[src/inc/chirp_cfg.svh]
// Register offsets, field positions, reset values and timing counts of the chirp control
`ifndef CHIRP_CFG_SVH
`define CHIRP_CFG_SVH

// ==========================================================
// Register byte offsets (most significant byte at the lowest offset)
`define OFS_PH1        6'h00
`define OFS_PH2        6'h02
`define OFS_FTW        6'h04
`define OFS_STEP       6'h10
`define OFS_UPD        6'h16
`define OFS_RAMP       6'h1A
`define OFS_CTRL       6'h1F
`define OFS_FRQ_RD     6'h30

// ==========================================================
// Control byte fields
`define CTRL_CLR1_BIT  7
`define CTRL_CLR2_BIT  6
`define CTRL_MODE_LSB  1
`define CTRL_INTU_BIT  0
`define CTRL_RST       8'h01

// ==========================================================
// Reset values and timing
`define UPD_RST        32'h0000_0000
`define RAMP_RST       20'h0_0000
`define UPD_HIGH_CYC   4'h8

`endif

[src/inc/chirp_pkg.sv]
// Types shared by the chirp and phase keying control
package chirp_pkg;

    // ==========================================================
    // Operating mode codes
    typedef enum logic [2:0] {
        MODE_SINGLE = 3'h0,
        MODE_FSK    = 3'h1,
        MODE_RFSK   = 3'h2,
        MODE_CHIRP  = 3'h3,
        MODE_BPSK   = 3'h4
    } mode_t;

    // ==========================================================
    // Control byte layout
    typedef struct packed {
        logic       freq_accum_clear_bit;
        logic       full_accum_clear_bit;
        logic [1:0] spare;
        mode_t      mode;
        logic       int_update;
    } ctrl_t;

    // One captured host write
    typedef struct packed {
        logic [5:0] addr;
        logic [7:0] data;
    } host_wr_t;

endpackage

[src/hw/chirp_ctrl.sv]
// Chirp and binary phase keying control of a direct digital synthesiser
`timescale 1ns/1ps
`include "chirp_cfg.svh"

// Notes on behaviour
// - Chirp sweep starts from the 48-bit start tuning word, bytes 0x04 to 0x09.
// - A 48-bit signed step word at 0x10 to 0x15 is added on every tick.
// - A 20-bit ramp rate count at 0x1A to 0x1C sets the dwell per frequency.
// - Written chirp settings take effect only on an update pulse.
// - Step word sign picks direction: MSB set sweeps down, clear sweeps up.
// - Sweep has no end point and no return; it wraps until stopped.
// - Frequency clear bit clears the accumulator for one clock; step word untouched.
// - While frequency clear bit stays set, every update edge restarts the sweep.
// - Full clear bit holds both accumulators at zero until software clears it.
// - Writes during full clear are kept and apply when the sweep resumes.
// - In chirp mode a high freeze pin stops the ramp counter and frequency.
// - After a freeze the counter finishes its old count before loading a new rate.
// - The 32-bit automatic update counter runs at half the system clock rate.
// - An all-zero step word leaves the frequency unchanged.
// - In keying mode the pin picks phase offset one (low) or two (high).
// - Ticks come from a down-counter from N, spaced N+1 clocks apart.
// - After reset the update clock is internal; clearing the bit makes it external.
module chirp_ctrl
    import chirp_pkg::*;
#(
    parameter int FW = 48,
    parameter int RW = 20,
    parameter int UW = 32,
    parameter int PW = 14
) (
    input  wire logic          clk_i,
    input  wire logic          nrst_i,
    input  wire logic [5:0]    par_addr_i,
    input  wire logic [7:0]    par_wdata_i,
    input  wire logic          par_wr_i,
    output logic      [7:0]    par_rdata_o,
    input  wire logic          update_i,
    output logic               update_o,
    output logic               update_oe_o,
    input  wire logic          mode_pin_i,
    output logic      [FW-1:0] freq_word_o,
    output logic      [PW-1:0] phase_o
);
    // ==========================================================
    // State
    typedef struct packed {
        logic [FW-1:0] buf_ftw;
        logic [FW-1:0] buf_step;
        logic [RW-1:0] buf_ramp;
        logic [UW-1:0] buf_upd;
        logic [PW-1:0] buf_ph1;
        logic [PW-1:0] buf_ph2;
        ctrl_t         ctrl;
        logic [FW-1:0] act_ftw;
        logic [FW-1:0] act_step;
        logic [RW-1:0] act_ramp;
        logic [PW-1:0] act_ph1;
        logic [PW-1:0] act_ph2;
        logic [FW-1:0] facc;
        logic [FW-1:0] pacc;
        logic [FW-1:0] freq_out;
        logic [PW-1:0] phase_out;
        logic [7:0]    rdata;
        logic          wr_d;
        logic          ext_d;
        logic          half;
        logic [UW-1:0] ucnt;
        logic [3:0]    uhigh;
        logic          upd_pin;
        logic          clr1_d;
        logic          clr1_pulse;
    } st_t;

    st_t         st_reg;
    st_t         st_next;
    logic [2:0]  pins;
    logic        tick;
    logic        chirp;
    logic        bpsk;
    logic        hold;
    logic        run;
    logic        upd_evt;
    logic        int_evt;
    host_wr_t    wr;
    logic        wr_evt;

    // ==========================================================
    // Pin synchronisers and ramp tick generator
    pin_sync #(.W(3)) u_sync (
        .clk_i   (clk_i),
        .nrst_i  (nrst_i),
        .pin_i   ({par_wr_i, update_i, mode_pin_i}),
        .level_o (pins)
    );

    ramp_tick #(.RW(RW)) u_tick (
        .clk_i  (clk_i),
        .nrst_i (nrst_i),
        .rate_i (st_reg.act_ramp),
        .run_i  (run),
        .tick_o (tick)
    );

    // ==========================================================
    // Mode decode and event detection
    always_comb begin
        chirp   = (st_reg.ctrl.mode == MODE_CHIRP);
        bpsk    = (st_reg.ctrl.mode == MODE_BPSK);
        hold    = chirp && pins[0];
        run     = chirp && !hold && !st_reg.ctrl.full_accum_clear_bit;
        int_evt = st_reg.half && (st_reg.ucnt == '0);
        upd_evt = st_reg.ctrl.int_update ? int_evt : (pins[1] && !st_reg.ext_d);
        wr_evt  = pins[2] && !st_reg.wr_d;
        wr.addr = par_addr_i;
        wr.data = par_wdata_i;
    end

    // ==========================================================
    // Next state
    always_comb begin
        st_next       = st_reg;
        st_next.wr_d  = pins[2];
        st_next.ext_d = pins[1];

        // Host writes land in the buffer registers, also during full clear
        if (wr_evt) begin
            for (int i = 0; i < 6; i++) begin
                if (wr.addr == `OFS_FTW + 6'(i)) begin
                    st_next.buf_ftw[FW-1-8*i -: 8] = wr.data;
                end
                if (wr.addr == `OFS_STEP + 6'(i)) begin
                    st_next.buf_step[FW-1-8*i -: 8] = wr.data;
                end
            end
            for (int i = 0; i < 4; i++) begin
                if (wr.addr == `OFS_UPD + 6'(i)) begin
                    st_next.buf_upd[UW-1-8*i -: 8] = wr.data;
                end
            end
            if (wr.addr == `OFS_RAMP) begin
                st_next.buf_ramp[RW-1 -: 4] = wr.data[3:0];
            end else if (wr.addr == `OFS_RAMP + 6'h01) begin
                st_next.buf_ramp[15:8] = wr.data;
            end else if (wr.addr == `OFS_RAMP + 6'h02) begin
                st_next.buf_ramp[7:0] = wr.data;
            end else if (wr.addr == `OFS_PH1) begin
                st_next.buf_ph1[PW-1:8] = wr.data[5:0];
            end else if (wr.addr == `OFS_PH1 + 6'h01) begin
                st_next.buf_ph1[7:0] = wr.data;
            end else if (wr.addr == `OFS_PH2) begin
                st_next.buf_ph2[PW-1:8] = wr.data[5:0];
            end else if (wr.addr == `OFS_PH2 + 6'h01) begin
                st_next.buf_ph2[7:0] = wr.data;
            end else if (wr.addr == `OFS_CTRL) begin
                st_next.ctrl = ctrl_t'(wr.data);
            end
        end

        // Internal update counter at half the system rate
        st_next.half = !st_reg.half;
        if (st_reg.half) begin
            if (st_reg.ucnt == '0) begin
                st_next.ucnt = st_reg.buf_upd;
            end else begin
                st_next.ucnt = st_reg.ucnt - 1'b1;
            end
        end
        if (st_reg.ctrl.int_update && int_evt) begin
            st_next.uhigh = `UPD_HIGH_CYC;
        end else if (st_reg.uhigh != '0) begin
            st_next.uhigh = st_reg.uhigh - 1'b1;
        end
        st_next.upd_pin = st_next.uhigh != '0;

        // Buffers become active only on an update
        if (upd_evt) begin
            st_next.act_ftw  = st_reg.buf_ftw;
            st_next.act_step = st_reg.buf_step;
            st_next.act_ramp = st_reg.buf_ramp;
            st_next.act_ph1  = st_reg.buf_ph1;
            st_next.act_ph2  = st_reg.buf_ph2;
        end

        // One-clock clear on a new set and on every update while set
        st_next.clr1_d     = st_reg.ctrl.freq_accum_clear_bit;
        st_next.clr1_pulse = st_reg.ctrl.freq_accum_clear_bit &&
                             (!st_reg.clr1_d || upd_evt);

        // Frequency accumulator
        if (!chirp || st_reg.ctrl.full_accum_clear_bit) begin
            st_next.facc = '0;
        end else if (st_reg.clr1_pulse) begin
            st_next.facc = '0;
        end else if (tick && run) begin
            st_next.facc = st_reg.facc + st_reg.act_step;
        end

        // Output frequency and phase
        if (st_reg.ctrl.full_accum_clear_bit) begin
            st_next.freq_out = '0;
            st_next.pacc     = '0;
        end else begin
            st_next.freq_out = st_reg.act_ftw + st_reg.facc;
            st_next.pacc     = st_reg.pacc + st_reg.freq_out;
        end
        st_next.phase_out = st_reg.pacc[FW-1 -: PW] +
            ((bpsk && pins[0]) ? st_reg.act_ph2 : st_reg.act_ph1);

        // Read-back
        st_next.rdata = 8'h00;
        for (int i = 0; i < 6; i++) begin
            if (par_addr_i == `OFS_FTW + 6'(i)) begin
                st_next.rdata = st_reg.buf_ftw[FW-1-8*i -: 8];
            end
            if (par_addr_i == `OFS_STEP + 6'(i)) begin
                st_next.rdata = st_reg.buf_step[FW-1-8*i -: 8];
            end
            if (par_addr_i == `OFS_FRQ_RD + 6'(i)) begin
                st_next.rdata = st_reg.freq_out[FW-1-8*i -: 8];
            end
        end
        for (int i = 0; i < 4; i++) begin
            if (par_addr_i == `OFS_UPD + 6'(i)) begin
                st_next.rdata = st_reg.buf_upd[UW-1-8*i -: 8];
            end
        end
        if (par_addr_i == `OFS_RAMP) begin
            st_next.rdata = {4'h0, st_reg.buf_ramp[RW-1 -: 4]};
        end else if (par_addr_i == `OFS_RAMP + 6'h01) begin
            st_next.rdata = st_reg.buf_ramp[15:8];
        end else if (par_addr_i == `OFS_RAMP + 6'h02) begin
            st_next.rdata = st_reg.buf_ramp[7:0];
        end else if (par_addr_i == `OFS_PH1) begin
            st_next.rdata = {2'h0, st_reg.buf_ph1[PW-1:8]};
        end else if (par_addr_i == `OFS_PH1 + 6'h01) begin
            st_next.rdata = st_reg.buf_ph1[7:0];
        end else if (par_addr_i == `OFS_PH2) begin
            st_next.rdata = {2'h0, st_reg.buf_ph2[PW-1:8]};
        end else if (par_addr_i == `OFS_PH2 + 6'h01) begin
            st_next.rdata = st_reg.buf_ph2[7:0];
        end else if (par_addr_i == `OFS_CTRL) begin
            st_next.rdata = st_reg.ctrl;
        end
    end

    // ==========================================================
    // Registers
    always_ff @(posedge clk_i or negedge nrst_i) begin
        if (!nrst_i) begin
            st_reg          <= '0;
            st_reg.ctrl     <= ctrl_t'(`CTRL_RST);
            st_reg.buf_upd  <= `UPD_RST;
            st_reg.buf_ramp <= `RAMP_RST;
        end else begin
            st_reg <= st_next;
        end
    end

    assign par_rdata_o = st_reg.rdata;
    assign update_o    = st_reg.upd_pin;
    assign update_oe_o = st_reg.ctrl.int_update;
    assign freq_word_o = st_reg.freq_out;
    assign phase_o     = st_reg.phase_out;

    // ==========================================================
    // Assertions
    a_update_apply: assert property (@(posedge clk_i) disable iff (!nrst_i)
        upd_evt |=> (st_reg.act_ftw == $past(st_reg.buf_ftw) &&
                     st_reg.act_step == $past(st_reg.buf_step)))
        else $error("update did not move buffers to active");
    a_no_early_apply: assert property (@(posedge clk_i) disable iff (!nrst_i)
        !upd_evt |=> ($stable(st_reg.act_step) && $stable(st_reg.act_ramp)))
        else $error("active settings changed without update");
    a_clr1_clears: assert property (@(posedge clk_i) disable iff (!nrst_i)
        st_reg.clr1_pulse |=> (st_reg.facc == '0 &&
                               ($stable(st_reg.act_step) || $past(upd_evt))))
        else $error("frequency clear pulse did not clear accumulator");
    a_clr1_retrig: assert property (@(posedge clk_i) disable iff (!nrst_i)
        (st_reg.ctrl.freq_accum_clear_bit && upd_evt) |=> st_reg.clr1_pulse ##1 st_reg.facc == '0)
        else $error("held frequency clear missed an update edge");
    a_full_clear: assert property (@(posedge clk_i) disable iff (!nrst_i)
        st_reg.ctrl.full_accum_clear_bit [*2] |=> (st_reg.facc == '0 && st_reg.pacc == '0 &&
                                                   freq_word_o == '0))
        else $error("full clear did not hold accumulators at zero");
    a_step_add: assert property (@(posedge clk_i) disable iff (!nrst_i)
        (tick && run && !st_reg.clr1_pulse) |=>
            (st_reg.facc == $past(st_reg.facc) + $past(st_reg.act_step)))
        else $error("step word not added on tick");
    a_hold_freeze: assert property (@(posedge clk_i) disable iff (!nrst_i)
        (hold && !st_reg.clr1_pulse && chirp) |=> $stable(st_reg.facc))
        else $error("frequency moved during freeze");
    a_bpsk_select: assert property (@(posedge clk_i) disable iff (!nrst_i)
        bpsk |=> (phase_o == $past(st_reg.pacc[FW-1 -: PW]) +
                  ($past(pins[0]) ? $past(st_reg.act_ph2) : $past(st_reg.act_ph1))))
        else $error("keying pin picked the wrong phase offset");
    a_upd_pulse: assert property (@(posedge clk_i) disable iff (!nrst_i)
        (st_reg.ctrl.int_update && int_evt) |=> st_reg.uhigh == `UPD_HIGH_CYC)
        else $error("internal update pulse width not loaded");
endmodule // chirp_ctrl

[src/hw/pin_sync.sv]
// Three-stage pin synchroniser; a level counts once the second and third stages agree
`timescale 1ns/1ps
module pin_sync #(
    parameter int W = 1
) (
    input  wire logic         clk_i,
    input  wire logic         nrst_i,
    input  wire logic [W-1:0] pin_i,
    output logic      [W-1:0] level_o
);
    typedef struct packed {
        logic [W-1:0] s1;
        logic [W-1:0] s2;
        logic [W-1:0] s3;
        logic [W-1:0] lvl;
    } sync_st_t;

    sync_st_t st_reg;
    sync_st_t st_next;

    always_comb begin
        st_next    = st_reg;
        st_next.s1 = pin_i;
        st_next.s2 = st_reg.s1;
        st_next.s3 = st_reg.s2;
        for (int i = 0; i < W; i++) begin
            if (st_reg.s2[i] == st_reg.s3[i]) begin
                st_next.lvl[i] = st_reg.s3[i];
            end
        end
    end

    always_ff @(posedge clk_i or negedge nrst_i) begin
        if (!nrst_i) begin
            st_reg <= '0;
        end else begin
            st_reg <= st_next;
        end
    end

    assign level_o = st_reg.lvl;

    a_sync_agree: assert property (@(posedge clk_i) disable iff (!nrst_i)
        (st_reg.s2 == st_reg.s3) |=> (level_o == $past(st_reg.s3)))
        else $error("synchronised level missed an agreed change");
endmodule // pin_sync

[src/hw/ramp_tick.sv]
// Ramp rate down-counter producing one tick every rate+1 running cycles
`timescale 1ns/1ps
module ramp_tick #(
    parameter int RW = 20
) (
    input  wire logic          clk_i,
    input  wire logic          nrst_i,
    input  wire logic [RW-1:0] rate_i,
    input  wire logic          run_i,
    output logic               tick_o
);
    typedef struct packed {
        logic [RW-1:0] cnt;
        logic          tick;
    } tick_st_t;

    tick_st_t st_reg;
    tick_st_t st_next;

    always_comb begin
        st_next      = st_reg;
        st_next.tick = 1'b0;
        if (run_i) begin
            if (st_reg.cnt == '0) begin
                st_next.tick = 1'b1;
                st_next.cnt  = rate_i;
            end else begin
                st_next.cnt  = st_reg.cnt - 1'b1;
            end
        end
    end

    always_ff @(posedge clk_i or negedge nrst_i) begin
        if (!nrst_i) begin
            st_reg <= '0;
        end else begin
            st_reg <= st_next;
        end
    end

    assign tick_o = st_reg.tick;

    a_tick_at_zero: assert property (@(posedge clk_i) disable iff (!nrst_i)
        (run_i && st_reg.cnt == '0) |=> (tick_o && st_reg.cnt == $past(rate_i)))
        else $error("ramp tick or reload missing at zero count");
    a_tick_frozen: assert property (@(posedge clk_i) disable iff (!nrst_i)
        !run_i |=> ($stable(st_reg.cnt) && !tick_o))
        else $error("ramp counter moved while frozen");
    a_reload_zero: assert property (@(posedge clk_i) disable iff (!nrst_i)
        (run_i && st_reg.cnt != '0) |=> (st_reg.cnt == $past(st_reg.cnt) - 1'b1))
        else $error("ramp counter reloaded before reaching zero");
endmodule // ramp_tick

[config.mk]
export PLATFORM = sky130hd
export DESIGN_NAME = chirp_ctrl
export DESIGN_NICKNAME = d
export VERILOG_FILES = /design/src/inc/chirp_pkg.sv /design/src/hw/chirp_ctrl.sv /design/src/hw/pin_sync.sv /design/src/hw/ramp_tick.sv
export VERILOG_INCLUDE_DIRS = /design/src /design/src/inc
export SDC_FILE = /design/constraint.sdc
export NUM_CORES = 1
export LEC_CHECK = 0
export BUFFER_PORTS_ARGS = -buffer_cell sky130_fd_sc_hd__buf_2
export CORE_MARGIN = 2
export CORE_UTILIZATION = 49
export DETAILED_ROUTE_END_ITERATION = 6
export PLACE_DENSITY = 0.69
export SLEW_MARGIN = 20
export SYNTH_ARGS = -nofsm -noshare
export SYNTH_HDL_FRONTEND = slang
export SYNTH_HIERARCHICAL = 1
export SYNTH_SLANG_ARGS = --single-unit
[constraint.sdc]
create_clock -name clk_i -period 5.35 [get_ports clk_i]
set_clock_uncertainty 0.15 [all_clocks]
set_input_delay 0.8025 -clock clk_i [delete_from_list [all_inputs] [get_ports clk_i]]
set_output_delay 0.8025 -clock clk_i [all_outputs]
set_load 0.03 [all_outputs]
==> metrics <==
peak supply drop approximately 240 uV; DR WL/cell between 20 and 25 um; Worst-Skew Late Latency between 600 and 700 ps; Max Cap Viol 0; endpoint kind of the worst setup timing path flop; CTS root buf clkbuf_16; drt first pass iters 6; DRC violation count after routing 0; number of global-route vias before repair approximately 24k; synthesized instance count between 3k and 4k; antenna violations before repair 4; CTS H-Tree Depth 3; Mapped Area around 32000 um2; Cell Chain, Critical Path ha_1 > nand4_1 > nor3_2 > o211ai_1 > a21oi_1 > nor2_1 > a2111oi_0 > o21ai_0 > a21boi_0 > mux2_2 > nand2_1; Fin Setup TNS 0 ps; syn_nets 3241; endpoint arrival time on the critical path between 4000 and 5000 ps; sequential cell area fraction in the yosys report between 40% and 50%; CP delay by family, top compound AO/OA/AOI/OAI gates; clock-pin transition on the worst setup and hold timing paths 60 ps; floorplan die width between 200 and 300 um; die boundary height ~260 um; effective utilization at floorplan between 40% and 50%; number of placement rows 93; worst slack at placement around 990 ps; total CTS buffers 66; buffers inserted by post-CTS timing repair 0; number of enable flip-flop cells after synthesis 0; critical path depth in cells 11; delay of the slowest cell on the worst path roughly 870 ps; layout cells sized above 1 20.55%; number of buffers on the longest clock path 3; total chip power roughly 14 mW; max-slew violation total from the final report 0; setup-violating endpoint count in the final report 0; FFs w/ async S/R, synth 100.0%; post-synthesis to final-layout area growth 9.937%; critical path type flop to flop; Worst Setup SP st_reg[179]; startpoint of the lowest-slack register-to-register path st_reg[179]; number of nets with antenna violations after detailed routing 0; period utilisation layout approximately 77%; status finished, final reports clean; fill cell count roughly 5.4k; Max-slew headroom approximately a quarter; worst min-delay path category input port to async pin; end point of the critical path st_reg[206]; total die area roughly 67000 um2; number of I/O pins between 90 and 100; capture point of the worst reg-to-reg path st_reg[206]; number of cells on the worst reg-to-reg path 11; first-pass GRT wire length 147.1 mm; clock tree from TritonCTS yes; category of the worst setup path launch point flop; number of nets at the end of the flow approximately 3.2k; violation count after the first detailed-route iteration between 2k and 3k; post-cts repair resize count 0; final critical-path required period around 4100 ps; unrepaired setup endpoints after global routing no; pin count of the biggest net entering global routing between 100 and 150; CP Max Fanout 6; RePlAce Congestion ~1; Required @ worst endpoint roughly 5700 ps; minimum setup slack among reg-to-reg paths approximately 1200 ps; Distinct cells, synth 106; number of warnings issued by yosys 6; timing-limited maximum frequency between 0.2 and 0.25 GHz; total count of hold-check failures in the final report 0; number of buffers inserted for hold repair after clock tree synthesis 0; total grt overflow 0; total of buffers placed on input and output ports 90; CTS sink cnt between 500 and 600; Mean Syn Cell Area 10.39 um2; Core Region ~64000 um2; drt via density 6.277; Power Dens Cells between 300 and 400 nW/um2; estimated wirelength of the detail-placed design 67.56 mm; Detailed Route WL 94.59 mm; overall global routing resource usage 28.28%; CP bufs+invs 0; vias post-DR 24.87k; worst path setup slack after routing around 1200 ps; Tightest Pin Transition 1131 ps; max FFs per register ~460; FF+latch count, synth about 570; top flip-flop cell by instance count after synthesis dfrtp_1; cell type of the slowest stage on the worst timing path a2111oi_0; static leakage ~17 nW; Post-Route Hold Slack between 100 and 150 ps
[placed cells by master (no fill, tap or decap), types with 63 or more instances in the layout]
| cell | instances |
|---|---|
| nor3_1 | 63 |
| nand3_1 | 84 |
| a21o_1 | 69 |
| mux2_2 | 342 |
| buf_2 | 89 |
| nand2_1 | 218 |
| ha_1 | 159 |
| a21oi_1 | 215 |
| nor2_1 | 246 |
| dfrtp_1 | 567 |
| xnor2_1 | 69 |
| o21ai_0 | 146 |
| clkbuf_16 | 68 |
[final cells by class]
type                    instances  area (um2)  share of cell area, %
clock inverters                37       558.0                  1.597
inverters                      60       225.2                 0.6443
multi-input cells            2239       16290                  46.61
clock buffers                  84        1852                  5.298
repair buffers                116       709.4                  2.030
flip-flops and latches        569       14240                  40.75
diodes                          2       5.005                0.01432
well taps                     855        1070                  3.061
[cells by family (layout without fill, tap and decap cells)]
group / Yosys count / after routing / synth area share, %
XOR/XNOR: 121 / 121 / 3.333
other: 0 / 2 / 0
AND/OR/NAND/NOR: 834 / 834 / 12.77
adder cells (fa/ha/maj): 166 / 166 / 6.615
AO/OA/AOI/OAI: 773 / 773 / 16.16
flip-flops: 569 / 569 / 44.79
multiplexers: 345 / 345 / 12.21
buffers and inverters: 251 / 297 / 4.132
[metal layers]
layer,share of wire [%],GRT usage (%),wire length [um],vias up
met4,4.0,11.38,3809,0
met3,7.5,4.890,7120,199
li1,-,-,-,11202
met5,0,0,0,-
met2,45,43.69,42560,1006
met1,43,39.57,41100,12461
[per-stage QoR]
stage          utilization, %  instance area, um2  std cells
2_1_floorplan               -               31790       3059
3_3_place_gp            50.55               32520       3839
3_5_place_dp            50.55               32530       3839
4_1_cts                 54.30               34940       3960
5_1_grt                 54.31               34950       3960
6_report                54.32               34950       3962
[cells in the mapped netlist (all sizes together), types with 71 or more instances]
library cell	n	area share, %
dfrtp	568	45
mux2	342	12
nor2	247	2.9
nand2	218	2.6
a21oi	215	3.4
ha	159	6.3
o21ai	148	2.3
buf	101	2.2
clkbuf	88	1.1
nand3	84	1.3
nor3	73	1.3
a21o	71	1.7
[worst reg2reg max path, delay by kind of cell (launching register included)]
family	cells	cell delay [ps]
compound gates	5	1960
simple gates	4	770
flops	1	410
fa+ha+maj	1	410
mux	1	360
[where the power goes]
part / internal (mW) / leakage (nW) / switching (mW) / total (mW)
sequential: 5.00 / 7.63 / 0.666 / 5.66
clock: 3.06 / 1.17 / 1.94 / 5.00
combinational: 1.28 / 8.13 / 1.98 / 3.26
total: 9.34 / 16.9 / 4.58 / 13.9
[worst min-delay path by stage]
stage	startpoint	end	slack, ps	cells past startpoint
2_1_floorplan	u_sync/st_next[6]	u_sync/st_next[3]	180	0
5_1_grt	par_wr_i	u_sync/st_next[8]	140	1
4_1_cts	par_wr_i	u_sync/st_next[8]	130	1
6_report	nrst_i	st_reg[17]	120	1
3_3_place_gp	u_sync/st_next[7]	u_sync/st_next[4]	190	0
3_5_place_dp	u_sync/st_next[8]	u_sync/st_next[5]	190	0
Note: power is estimated with default switching activity, not from simulation.
